[config.mk]
export PLATFORM = sky130hd
export DESIGN_NAME = tcmwt_top
export DESIGN_NICKNAME = d
export VERILOG_FILES = /design/src/rtl/tcmwt_pkg.sv /design/src/rtl/tcmwt_tick_if.sv /design/src/rtl/tcmwt_timebase.sv /design/src/rtl/tcmwt_wake_filter.sv /design/src/rtl/tcmwt_top.sv
export SDC_FILE = /design/constraint.sdc
export NUM_CORES = 1
export LEC_CHECK = 0
export BUFFER_PORTS_ARGS = -buffer_cell sky130_fd_sc_hd__buf_4
export CAP_MARGIN = 25
export CORE_UTILIZATION = 60
export CTS_CLUSTER_DIAMETER = 200
export DETAILED_ROUTE_END_ITERATION = 8
export PLACE_DENSITY = 0.77
export REMOVE_ABC_BUFFERS = 1
export SLEW_MARGIN = 10
export SYNTH_ARGS = -nofsm -noshare
export SYNTH_HDL_FRONTEND = slang
export SYNTH_SLANG_ARGS = --single-unit
[constraint.sdc]
create_clock -name i_mclk -period 2.9 [get_ports i_mclk]
set_input_delay 0.145 -clock i_mclk [delete_from_list [all_inputs] [get_ports i_mclk]]
set_output_delay 0.145 -clock i_mclk [all_outputs]
set_load 0.02 [all_outputs]
[src/rtl/tcmwt_pkg.sv]
/*
  shared constants, field positions and types of the mode and wake timing block.
  assumes one 200 MHz clock; slower rates come from microsecond and millisecond ticks.
*/
package tcmwt_pkg;
  localparam int CLK_NS      = 5;
  localparam int TICK_NS     = 1000;
  localparam int US_CYC      = TICK_NS / CLK_NS;      // cycles per microsecond tick
  localparam int US_PER_MS   = 1000;
  localparam int PWRUP_MS    = 2;                     // inhibit at nominal time
  localparam int UV_FLT_US   = 10;                    // inside 3..50 us
  localparam int UV_SLP_MS   = 300;                   // inside 200..400 ms
  localparam int WAKE_US     = 40;
  localparam int BUS_FLT_NS  = 1000;                  // inside 0.5..1.8 us
  localparam int BUS_FLT_CYC = BUS_FLT_NS / CLK_NS;
  localparam int WK_TMO_US   = 1000;                  // inside 0.5..2 ms
  localparam int SILENCE_MS  = 900;                   // inside 0.6..1.2 s
  localparam int INACT_MS    = 4 * 60 * 1000;         // 4 min, inside 3.75..5 min
  localparam int DTO_MS      = 3;                     // inside 1..5 ms
  localparam int TOGGLE_US   = 10;                    // full period
  localparam int WID_BASE_MS = 8;                     // fixed cut between 5 and 10 ms
  localparam int WIN_MS [4]  = '{850, 1125, 1687, 2250};
  localparam logic [7:0] CFG_ADDR  = 8'h11;
  localparam logic [7:0] CFG_RST   = 8'h00;
  localparam int         CFG_MODE  = 6;               // [7:6] wake pin mode
  localparam int         CFG_WID   = 2;               // [3:2] width select
  localparam int         CFG_WIN   = 0;               // [1:0] window select
  localparam logic [1:0] WAKE_PULSE_MODE = 2'h3;

  typedef enum logic [3:0] {
    M_PWRUP = 4'h1,
    M_STBY  = 4'h2,
    M_NORM  = 4'h4,
    M_SLP   = 4'h8
  } tcmwt_mode_e;

  typedef enum logic [1:0] {
    C_NONE = 2'h0,
    C_NORM = 2'h1,
    C_STBY = 2'h2,
    C_SLP  = 2'h3
  } tcmwt_cmd_e;
endpackage

[src/rtl/tcmwt_tick_if.sv]
/*
  carries the microsecond and millisecond enable pulses between the block's modules.
  assumes both pulses are one cycle wide on the single block clock.
*/
interface tcmwt_tick_if;
  logic us;
  logic ms;
  modport src (output us, output ms);
  modport snk (input us, input ms);
endinterface

[src/rtl/tcmwt_timebase.sv]
/*
  divider making one-cycle microsecond and millisecond ticks.
  assumes the 200 MHz block clock; P_US_PER_MS may be shortened in simulation (max 1024).
*/
module tcmwt_timebase
  import tcmwt_pkg::*;
#(
  parameter int P_US_PER_MS = US_PER_MS
)(
  input  wire logic i_mclk,
  input  wire logic i_arst_n,
  tcmwt_tick_if.src tk
);
  typedef struct packed {
    logic [7:0] cyc;
    logic [9:0] us;
    logic       us_t;
    logic       ms_t;
  } tcmwt_tb_s;

  tcmwt_tb_s q, d;

  // ms tick lands on the same cycle as the us tick that completes it
  always_comb
  begin
    d      = q;
    d.us_t = 1'b0;
    d.ms_t = 1'b0;
    if (q.cyc == 8'(US_CYC - 1))
    begin
      d.cyc  = 8'h0;
      d.us_t = 1'b1;
      if (q.us == 10'(P_US_PER_MS - 1))
      begin
        d.us   = 10'h0;
        d.ms_t = 1'b1;
      end
      else
        d.us = q.us + 10'h1;
    end
    else
      d.cyc = q.cyc + 8'h1;
  end

  always_ff @(posedge i_mclk or negedge i_arst_n)
  begin
    if (!i_arst_n)
      q <= '0;
    else
      q <= d;
  end

  assign tk.us = q.us_t;
  assign tk.ms = q.ms_t;
endmodule

[src/rtl/tcmwt_wake_filter.sv]
/*
  local wake pin qualification: edge filter or pulse width and window check.
  assumes the pin is synchronous; high pulse is the active pulse in pulse mode.
*/
module tcmwt_wake_filter
  import tcmwt_pkg::*;
(
  input  wire logic       i_mclk,
  input  wire logic       i_arst_n,
  tcmwt_tick_if.snk       tk,
  input  wire logic       i_arm,
  input  wire logic       i_pin,
  input  wire logic [7:0] i_cfg,
  output logic            o_wake
);
  typedef struct packed {
    logic        lvl;
    logic        pin;
    logic        hi;
    logic [5:0]  us_cnt;
    logic [11:0] ms_cnt;
    logic        wake;
  } tcmwt_wf_s;

  tcmwt_wf_s   q, d;
  logic [11:0] wid_min;
  logic [11:0] win_max;

  // single cut per select keeps the undefined band deterministic
  assign wid_min = 12'(WID_BASE_MS) << i_cfg[CFG_WID+:2];
  assign win_max = 12'(WIN_MS[i_cfg[CFG_WIN+:2]]);

  always_comb
  begin
    d      = q;
    d.wake = 1'b0;
    d.pin  = i_pin;
    if (!i_arm)
    begin
      d.hi     = 1'b0;
      d.us_cnt = 6'h0;
      d.ms_cnt = 12'h0;
      d.lvl    = i_pin;
    end
    else if (i_cfg[CFG_MODE+:2] == WAKE_PULSE_MODE)
    begin
      if (i_pin && !q.pin)
      begin
        d.hi     = 1'b1;
        d.ms_cnt = 12'h0;
      end
      else if (q.hi && i_pin && tk.ms && q.ms_cnt != 12'hfff)
        d.ms_cnt = q.ms_cnt + 12'h1;
      // judged on the falling edge: wide enough, yet ended inside the window
      if (q.hi && !i_pin)
      begin
        d.hi   = 1'b0;
        d.wake = (q.ms_cnt >= wid_min) && (q.ms_cnt < win_max);
      end
    end
    else if (i_pin == q.lvl)
    begin
      // back to the old level before 40 us: glitch dropped
      d.hi     = 1'b0;
      d.us_cnt = 6'h0;
    end
    else
    begin
      d.hi = 1'b1;
      // one extra tick since the first tick lands anywhere in its microsecond
      if (q.hi && tk.us)
      begin
        if (q.us_cnt == 6'(WAKE_US))
        begin
          d.wake   = 1'b1;
          d.lvl    = i_pin;
          d.hi     = 1'b0;
          d.us_cnt = 6'h0;
        end
        else
          d.us_cnt = q.us_cnt + 6'h1;
      end
    end
  end

  always_ff @(posedge i_mclk or negedge i_arst_n)
  begin
    if (!i_arst_n)
      q <= '0;
    else
      q <= d;
  end

  assign o_wake = q.wake;
endmodule

[src/rtl/tcmwt_top.sv]
/*
  mode sequencing, supply supervision, bus wake and pin timers of the transceiver.
  assumes synchronous inputs, decoded SPI commands and register strobes from outside.
*/
// What this block does
// - drive inhibit within 4 ms after main supply comes up, about 2 ms
// - undervoltage must persist 3 to 50 us before it counts
// - supply undervoltage lasting 200 to 400 ms sends the device to sleep
// - standby to normal command completes within 70 us
// - normal to sleep command completes within 200 us
// - normal to standby command completes within 70 us
// - leaving sleep, receive pin goes low within 100 us of supplies good
// - bus wake or local wake asserts inhibit within 100 us
// - sleep command from normal releases inhibit within 50 us
// - wake pin edge needs at least 40 us of qualification
// - wake pin pulses shorter than 10 us are noise
// - bus wake phases need 0.5 to 1.8 us; pattern times out after 0.5 to 2 ms
// - pulse mode accepts widths of at least 10, 20, 40 or 80 ms
// - pulse mode rejects widths up to 5, 10, 20 or 40 ms
// - window select bounds the pulse at 750-950 up to 2000-2500 ms
// - width and window checks apply only with wake pin mode 11b
// - widths between reject and accept limits may go either way
// - bus silence timer of 0.6 to 1.2 s restarts on each bus change
// - inactivity timer of 3.75 to 5 minutes supervises standby
// - bus biasing within 250 us of a dominant-recessive-dominant sequence
// - after bus wake, receive pin may toggle at a 5 to 15 us period
module tcmwt_top
  import tcmwt_pkg::*;
#(
  parameter int P_US_PER_MS = US_PER_MS,
  parameter int P_INACT_MS  = INACT_MS,
  parameter int P_WK_TMO_US = WK_TMO_US
)(
  input  wire logic       i_mclk,
  input  wire logic       i_arst_n,
  input  wire logic       i_sup_uv,
  input  wire logic       i_cc_uv,
  input  wire logic       i_io_uv,
  input  wire logic       i_wake_pin,
  input  wire logic       i_bus_dom,
  input  wire logic       i_txd,
  input  wire logic       i_cmd_vld,
  input  wire logic [1:0] i_cmd,
  input  wire logic       i_rx_toggle_en,
  input  wire logic       i_reg_wr,
  input  wire logic       i_reg_rd,
  input  wire logic [7:0] i_reg_addr,
  input  wire logic [7:0] i_reg_wdata,
  output logic            o_inh,
  output logic [3:0]      o_mode,
  output logic            o_rxd,
  output logic            o_drv_en,
  output logic            o_bias_en,
  output logic            o_uv,
  output logic            o_local_wake,
  output logic            o_bus_wake,
  output logic            o_silence,
  output logic            o_dto,
  output logic [7:0]      o_reg_rdata
);
  localparam int INA_W = $clog2(P_INACT_MS + 1);
  localparam int TMO_W = $clog2(P_WK_TMO_US + 1);

  typedef struct packed {
    tcmwt_mode_e     mode;
    logic            inhibit_output;
    logic            rxd;
    logic            bias;
    logic            dto;
    logic            silence;
    logic            lwake;
    logic            bwake;
    logic            bus_prev;
    logic [1:0][3:0] uv_cnt;
    logic [1:0]      uv_f;
    logic [1:0]      pw_cnt;
    logic [8:0]      uvs_cnt;
    logic [7:0]      bph;
    logic [1:0]      bstage;
    logic [TMO_W-1:0] btmo;
    logic [9:0]      sil_cnt;
    logic [INA_W-1:0] ina_cnt;
    logic [1:0]      dto_cnt;
    logic [2:0]      tog_cnt;
    logic [7:0]      cfg;
    logic [7:0]      rdata;
  } tcmwt_top_s;

  tcmwt_top_s q, d;
  tcmwt_tick_if tk ();
  logic       lw_pulse;
  logic       wk_arm;
  logic       ph_ok;
  logic       bw_hit;
  logic       uvs_hit;
  logic       ina_hit;
  logic       tog_on;
  logic [1:0] uv_raw;

  // index 0 main supply, index 1 transceiver or io supply
  assign uv_raw = {i_cc_uv | i_io_uv, i_sup_uv};
  assign wk_arm = (q.mode == M_STBY) || (q.mode == M_SLP);
  assign ph_ok  = (i_bus_dom == q.bus_prev) && (q.bph == 8'(BUS_FLT_CYC - 1));
  assign tog_on = i_rx_toggle_en && q.bwake && (q.mode == M_STBY);

  tcmwt_timebase #(
    .P_US_PER_MS (P_US_PER_MS)
  ) u_timebase (
    .i_mclk   (i_mclk),
    .i_arst_n (i_arst_n),
    .tk       (tk)
  );

  tcmwt_wake_filter u_wake (
    .i_mclk   (i_mclk),
    .i_arst_n (i_arst_n),
    .tk       (tk),
    .i_arm    (wk_arm),
    .i_pin    (i_wake_pin),
    .i_cfg    (q.cfg),
    .o_wake   (lw_pulse)
  );

  // next state of the whole block
  always_comb
  begin
    d          = q;
    bw_hit     = 1'b0;
    uvs_hit    = 1'b0;
    ina_hit    = 1'b0;
    d.bus_prev = i_bus_dom;
    // release is immediate, assertion waits the full filter time
    for (int i = 0; i < 2; i++)
    begin
      if (!uv_raw[i])
      begin
        d.uv_cnt[i] = 4'h0;
        d.uv_f[i]   = 1'b0;
      end
      else if (tk.us && !q.uv_f[i])
      begin
        if (q.uv_cnt[i] == 4'(UV_FLT_US - 1))
          d.uv_f[i] = 1'b1;
        else
          d.uv_cnt[i] = q.uv_cnt[i] + 4'h1;
      end
    end
    // bus phase length, saturating once the filter time is met
    if (i_bus_dom != q.bus_prev)
      d.bph = 8'h0;
    else if (q.bph != 8'(BUS_FLT_CYC))
      d.bph = q.bph + 8'h1;
    // dominant, recessive, dominant; stage 1 wants recessive
    if (!wk_arm || (q.bstage != 2'h0 && tk.us && q.btmo == TMO_W'(P_WK_TMO_US - 1)))
    begin
      d.bstage = 2'h0;
      d.btmo   = '0;
    end
    else
    begin
      if (q.bstage != 2'h0 && tk.us)
        d.btmo = q.btmo + TMO_W'(1);
      if (ph_ok && (i_bus_dom == (q.bstage != 2'h1)))
      begin
        if (q.bstage == 2'h2)
        begin
          bw_hit   = 1'b1;
          d.bstage = 2'h0;
          d.btmo   = '0;
        end
        else
          d.bstage = q.bstage + 2'h1;
      end
    end
    // silence timer restarts on either bus edge
    if (i_bus_dom != q.bus_prev)
    begin
      d.sil_cnt = 10'h0;
      d.silence = 1'b0;
    end
    else if (tk.ms && !q.silence)
    begin
      if (q.sil_cnt == 10'(SILENCE_MS - 1))
        d.silence = 1'b1;
      else
        d.sil_cnt = q.sil_cnt + 10'h1;
    end
    // stuck dominant transmit; driver back once the input goes recessive
    if (i_txd || q.mode != M_NORM)
    begin
      d.dto_cnt = 2'h0;
      d.dto     = 1'b0;
    end
    else if (tk.ms && !q.dto)
    begin
      if (q.dto_cnt == 2'(DTO_MS - 1))
        d.dto = 1'b1;
      else
        d.dto_cnt = q.dto_cnt + 2'h1;
    end
    // supply trouble timer, only while the node is awake
    if (!q.uv_f[1] || !(q.mode == M_STBY || q.mode == M_NORM))
      d.uvs_cnt = 9'h0;
    else if (tk.ms)
    begin
      if (q.uvs_cnt == 9'(UV_SLP_MS - 1))
        uvs_hit = 1'b1;
      else
        d.uvs_cnt = q.uvs_cnt + 9'h1;
    end
    // any command or wake counts as activity
    if (q.mode != M_STBY || i_cmd_vld || lw_pulse || bw_hit)
      d.ina_cnt = '0;
    else if (tk.ms)
    begin
      if (q.ina_cnt == INA_W'(P_INACT_MS - 1))
        ina_hit = 1'b1;
      else
        d.ina_cnt = q.ina_cnt + INA_W'(1);
    end
    // receive pin: bus in normal, wake flag or toggle elsewhere
    if (!tog_on)
      d.tog_cnt = 3'h0;
    if (q.mode == M_NORM)
      d.rxd = !i_bus_dom;
    else if (tog_on)
    begin
      if (tk.us)
      begin
        if (q.tog_cnt == 3'(TOGGLE_US / 2 - 1))
        begin
          d.tog_cnt = 3'h0;
          d.rxd     = !q.rxd;
        end
        else
          d.tog_cnt = q.tog_cnt + 3'h1;
      end
    end
    else
      d.rxd = !(q.mode == M_STBY && (q.bwake || q.lwake));
    // configuration register; only the one address answers
    if (i_reg_wr && i_reg_addr == CFG_ADDR)
      d.cfg = i_reg_wdata;
    if (i_reg_rd)
      d.rdata = (i_reg_addr == CFG_ADDR) ? q.cfg : 8'h00;
    // mode sequencing; main supply loss overrides every mode, though the wake events below still set their flags and bias
    if (q.uv_f[0])
    begin
      d.mode   = M_PWRUP;
      d.inhibit_output    = 1'b0;
      d.pw_cnt = 2'h0;
      d.bias   = 1'b0;
    end
    else
    begin
      case (q.mode)
        M_PWRUP:
        begin
          // count only once the raw supply is back, never while its filter still runs
          if (uv_raw[0])
            d.pw_cnt = 2'h0;
          else if (tk.ms)
          begin
            if (q.pw_cnt == 2'(PWRUP_MS - 1))
            begin
              d.inhibit_output  = 1'b1;
              d.mode = M_STBY;
            end
            else
              d.pw_cnt = q.pw_cnt + 2'h1;
          end
        end
        M_STBY:
        begin
          if (uvs_hit || ina_hit || (i_cmd_vld && i_cmd == C_SLP))
          begin
            d.mode = M_SLP;
            d.inhibit_output  = 1'b0;
            d.bias = 1'b0;
          end
          else if (i_cmd_vld && i_cmd == C_NORM)
          begin
            d.mode  = M_NORM;
            d.bias  = 1'b1;
            d.lwake = 1'b0;
            d.bwake = 1'b0;
          end
        end
        M_NORM:
        begin
          if (uvs_hit || (i_cmd_vld && i_cmd == C_SLP))
          begin
            d.mode = M_SLP;
            d.inhibit_output  = 1'b0;
            d.bias = 1'b0;
          end
          else if (i_cmd_vld && i_cmd == C_STBY)
            d.mode = M_STBY;
        end
        M_SLP:
        begin
          if (!q.inhibit_output)
          begin
            if (lw_pulse || bw_hit)
              d.inhibit_output = 1'b1;
          end
          else if (!q.uv_f[1])
          begin
            d.mode = M_STBY;
            d.rxd  = 1'b0;
          end
        end
        default:
          d.mode = M_PWRUP;
      endcase
    end
    // wake events win over the clears above
    if (lw_pulse)
      d.lwake = 1'b1;
    if (bw_hit)
    begin
      d.bwake = 1'b1;
      d.bias  = 1'b1;
    end
  end

  always_ff @(posedge i_mclk or negedge i_arst_n)
  begin
    if (!i_arst_n)
      q <= '{mode: M_PWRUP, rxd: 1'b1, cfg: CFG_RST, default: '0};
    else
      q <= d;
  end

  assign o_inh        = q.inhibit_output;
  assign o_mode       = q.mode;
  assign o_rxd        = q.rxd;
  assign o_drv_en     = (q.mode == M_NORM) && !q.dto;
  assign o_bias_en    = q.bias;
  assign o_uv         = |q.uv_f;
  assign o_local_wake = q.lwake;
  assign o_bus_wake   = q.bwake;
  assign o_silence    = q.silence;
  assign o_dto        = q.dto;
  assign o_reg_rdata  = q.rdata;
endmodule

-- Yosys cells after proc, flatten, opt, wreduce, memory -nomap -nowiden
Cells that the tools add are included.
- magnitude comparators: 3
- $add $sub $neg: 15
- bitwise operators: 2
- shifts and indexed selects: 1
- eq/ne operators: 66
- muxes and demuxes: 122
- reduce and logical (&&, ||, !) cells: 84
- operators with widths (cell ; number):
    $mux 12 ; 7
    $bmux 32 s2 ; 1
    $mux 10 ; 6
    $mux 1 ; 55
    $mux 18 ; 3
    $mux 4 ; 12
    $mux 8 ; 4
    $add 10x1->10 const B ; 3
    $eq 10x10->1 const B ; 3
    $mux 2 ; 14
    $reduce_bool 2->1 ; 14
    $mux 9 ; 3
    $ne 2x2->1 const B ; 12
    $reduce_and 2->1 ; 12
    $logic_and 1x1->1 ; 23
    $ne 3x3->1 const B ; 7
    $mux 5 ; 4
    $mux 19 ; 1
    $add 18x1->18 const B ; 1
    $eq 18x18->1 const B ; 1
    $add 8x1->8 const B ; 2
    $eq 8x8->1 const B ; 2
    $ne 2x1->1 const B ; 8
    $pmux 4 s4 ; 1
    other kinds (46) ; 94
- bits of input ports: 30
- register bits after elaboration: 144
- logic and storage cells: 327
- output and inout port bits: 21

-- Depth between registers and ports, before layout
- depth in word-level cells: 13
- depth in mapped cells: 10
- gate-level depth less buffers: 10

-- Cells and area by module
From an unflattened synthesis, not the netlist that was laid out.
- cells, all modules: 825
- area, all modules: 7975.1 um^2
- modules (own cells, without submodules) (module ; area each (um^2) ; cells each ; instances ; seq. area each (um^2)):
    tcmwt_top ; 5331.4 ; 547 ; 1 ; 2555.0
    tcmwt_wake_filter ; 1640.3 ; 185 ; 1 ; 550.5
    tcmwt_timebase ; 1003.5 ; 93 ; 1 ; 500.5

-- Least setup slack after synthesis
OpenSTA, ideal clock, no wires.
- kind: flip-flop to flip-flop
- from: register q (netlist bit o_mode[3])
- to: register q (netlist bit o_mode[3])
- path slack: 535 ps
- buffers on the path: 2
- stages on the path, launching flop included: 7
- data arrival time: 2283 ps
- setup time: 82 ps
- clock period less this slack: 2365 ps
- path through: dfrtp_1 -> buf_4 -> or4b_4 -> or4_1 -> buf_2 -> or4_1 -> a31oi_1
- word-level cells in the longest chain between the ends: 12
- elaborated cells on any way between the ends: 32
- those cells by class: eq/ne: 12; mux: 7; reduce/logical: 13
- ends and longest elaborated chain (what ; RTL line ; source):
    start, declared ; tcmwt_top.sv:89 ; tcmwt_top_s q, d;
    start signal, assigned ; tcmwt_top.sv:330 ; q <= '{mode: M_PWRUP, rxd: 1'b1, cfg: CFG_RST, default: '0};
    start signal, assigned ; tcmwt_top.sv:332 ; q <= d;
    $eq 4x2->1 or $eq 4x4->1 (tied branches) ; tcmwt_top.sv:102, tcmwt_top.sv:202, tcmwt_top.sv:256 ;
    $logic_or 1x1->1 ; tcmwt_top.sv:102 ; assign wk_arm = (q.mode == M_STBY) || (q.mode == M_SLP);
    $logic_not 1->1 ; - ;
    $logic_or 1x1->1 ; tcmwt_top.sv:154 ; if (!wk_arm || (q.bstage != 2'h0 && tk.us && q.btmo == TMO_W'(P_WK_TMO_US - 1)))
    $mux 1 ; tcmwt_top.sv:154 ;
    $logic_or 1x1->1 ; tcmwt_top.sv:212 ; if (q.mode != M_STBY || i_cmd_vld || lw_pulse || bw_hit)
    $mux 1 ; tcmwt_top.sv:212 ;
    $logic_or 1x1->1 (2 in series) ; tcmwt_top.sv:275 ; if (uvs_hit || ina_hit || (i_cmd_vld && i_cmd == C_SLP))
    $mux 4 ; tcmwt_top.sv:275 ;
    $pmux 4 s4 ; tcmwt_top.sv:256 ; case (q.mode)
    $mux 5 ; tcmwt_top.sv:247 ; if (q.uv_f[0])
Several ways; a longest one is shown, not always the timed one.
A chain may end at the register's enable or synchronous reset.

-- Worst setup path in the final report
- from: register q (netlist bit o_mode[1])
- to: register q (netlist bit o_mode[2])
The elaborated chain is that of the path after synthesis.

==> summary.md <==
| Metric | Value |
|---|---|
| Average size of a mapped cell | around 9.6 um2 |
| Setup violators final | 0 |
| Multiplexer area fraction after synthesis | 0.0236 |
| Total Power | 4.56 mW |
| Commonest non-fill, non-tap cell in the layout | dfrtp_1 |
| Worst EP required | about 3.3 ns |
| RSZ-0062 raised after global routing | false |
| Core area | between 10000 and 15000 um2 |
| Outcome | complete, no violations |
| Die area | 13400 um2 |
| Power Density | ~500 nW/um2 |
| Worst slew pin tran | approximately 0.82 ns |
| Slew Limit Fails | 0 |
| Place WS | 0.515 ns |
| Via count | between 6000 and 7000 |
| DRT antenna net count | 0 |
| H-tree level count | 4 |
| Final Worst Setup Slack | 0.240 ns |
| IO Pins | approximately 50 |
| Crit path DAT | roughly 3.0 ns |
| Library cells used by synthesis | between 50 and 60 |
| Port Buf Inserts | 50 |
| CP Capture Type | flop |
| Crit Path Max Fanout | 12 |
| Area Growth Syn to Fin | 16.2% |
| Share of post-route cells with drive strength above 1 | 0.123 |
| Site row count | 41 |
| Yosys reg bits | around 140 |
| DRT Pass-1 Iters | 5 |
| Initial Utilization | 0.615 |
| Die width | between 100 and 150 um |
| Synth Area in Adders | 0.0629 |
| Hold_ws | 0.0330 ns |
| Post-synthesis compound-gate area fraction | 0.0908 |
| Hpwl dp | roughly 11000 um |
| Clk_skew | 0.0123 ns |
| Predominant post-synthesis flop cell | dfrtp_1 |
| Starting DRT DRC Count | 431 |
| Final Cycle Share | 0.917 |
| Hold/Removal Path Class | input port to flop |
| First-pass GRT wire length | between 20000 and 30000 um |
| CP max stage cell | dlygate4sd3_1 |
| Syn. warnings | 0 |
| Top-area cell type share of the netlist area | 0.458 |
| Avg WL per Cell | between 15 and 20 um |
| Sequential area share after synthesis | 0.465 |
| Main area contributors after synthesis | dfrtp_1, ha_1, nor2_1, xor2_1, xnor2_1 |
| Vias per inst | a little under 6 |
| Final Hold Viols | 0 |
| Worst path cell trace | xnor2_1 -> or3_1 -> nor4b_4 -> o21a_1 -> a31oi_1 -> a21oi_1 -> dlygate4sd3_1 |
| Min Tclk post-route | between 2 and 3 ns |
| Initial antenna violation count | 0 |
| Mapped Cells | just over 800 |
| Worst-Skew Late Latency | ~0.44 ns |
| Mapped Area | slightly below 8000 um2 |
| Asr flop ratio synth | 1.00 |
| Relative slew margins | 0.448 |
| Crit Path Class | flop to flop |
| Largest family of logic cells by synthesized area | simple AND/OR/NAND/NOR gates |
| Clock root buffer master | clkbuf_16 |
| Leakage | a little under 4 nW |
| Max-cap violations | 0 |
| Chip height | 116 um |
| Commonest non-fill, non-tap cells in the layout | dfrtp_1, nor2_1, nand2_1 |
| CTS Buf Count | 17 |
| Overall routing resource usage | 0.272 |
| Clock transition at the registers of the reported paths | around 0.070 ns |
| Max stage delay on crit path | approximately 0.56 ns |
| Largest net degree at the start of global routing | 64 |
| CP startpoint kind | flop |
| Final core occ | 0.714 |
| Drt total wl | 16800 um |
| Layout Nets | ~940 |
| Number of flops mapped to enable cells by yosys | 0 |
| # DRC | 0 |
| Synth Area in Simple Gates | 0.231 |
| CTS tree | done |
| Synth Area in XOR/XNOR | 0.0836 |
| Routability cong. | 0.860 |
| Fmax | around 380 MHz |
| VDD IR-drop max | around 0.00048 V |
| CTS Buffer Depth | 2 |
| GRT overflow | 0 |
| Vias in the first global route | ~6000 |
| Final setup TNS | 0 ns |
| Post-synth top area cell | dfrtp_1 |
| Inserted Diodes | 0 |
| CTS sink count | 144 |
flip-flops by register name (all words and copies together) (netlist names), 4 cells and up:
| register | count |
|---|---|
| o_mode | 4 |
| u_timebase.q | 18 |
| q | 83 |
| u_wake.q | 21 |
| o_reg_rdata | 8 |
metrics by stage:
stage | instance area, um2 | std cells
4_1_cts | 9000 | 1058
5_1_grt | 9010 | 1058
6_report | 9010 | 1058
3_5_place_dp | 8250 | 1011
3_3_place_gp | 8250 | 1011
2_1_floorplan | 7570 | 780
path summary, 6_finish.rpt:
path | from | end | slack (ns) | depth (start not counted)
worst max-delay path | o_mode[1] | o_mode[2] | 0.24 | 7
worst min-delay path | i_reg_rd | o_reg_rdata[7] | 0.03 | 2
worst max register to register | o_mode[1] | o_mode[2] | 0.24 | 7
worst min register to register | u_timebase.q[12] | u_timebase.q[12] | 0.46 | 1
max in group asynchronous | i_arst_n | q[48] | 1.85 | 3
min in group asynchronous | i_arst_n | q[85] | 0.25 | 2
power breakdown:
part,internal (mW),switching (mW),leakage (nW)
Clock,1.32,0.937,0.296
Sequential,2.03,0.0306,1.98
Combinational,0.104,0.137,1.70
Total,3.45,1.10,3.97
critical path: cells and delay by family, from the launching register on:
| family | cells | cell delay (ns) |
|---|---|---|
| xor+xnor | 1 | 0.20 |
| simple gates | 2 | 0.83 |
| buf+inv | 1 | 0.56 |
| compound gates | 3 | 0.49 |
| flops | 1 | 0.51 |
cell families after synthesis:
| kind of cell | Yosys count |
|---|---|
| compound gates | 117 |
| xor+xnor | 74 |
| fa+ha+maj | 39 |
| buf+inv | 73 |
| flops | 144 |
| mux | 17 |
| simple gates | 348 |
cells in the mapped netlist, drive strengths merged (6+ instances only):
cell type and number:
nand3 34, nand4 28, nor3 26, xnor2 29, ha 39, o21a 6, mux2 10, nor4b 7
o22ai 9, and4 6, and3 20, nand2b 10, dfrtp 142, inv 41, nand2 59, xor2 45
o21ai 38, buf 17, a21oi 33, nand4b 6, or3 11, nor2 105, mux2i 7, clkbuf 15
and2 11
layer usage:
metal	GRT usage	up-vias	part of all wire
li1	-	2965	-
met1	0.352	3078	0.45
met2	0.448	124	0.50
met3	0.0748	15	0.043
met4	0.0786	0	0.0086
met5	0	-	0
timing repair:
item	4_1_cts	5_1_grt
endpoints found under the setup margin	0	1
gates resized for setup	0	1
buffers inserted	0	0
hold endpoints to repair	71	0
hold buffers	15	0
cell type report:
| type | count | area (um2) |
|---|---|---|
| timing repair buffer | 74 | 609 |
| fill | 945 | 3610 |
| tap | 172 | 215 |
| clock buffer | 18 | 439 |
| clock inverter | 14 | 166 |
| sequential | 144 | 3610 |
| multi-input combinational | 595 | 3820 |
| inverter | 41 | 154 |
No activity file was read; power rests on OpenSTA's default activity.
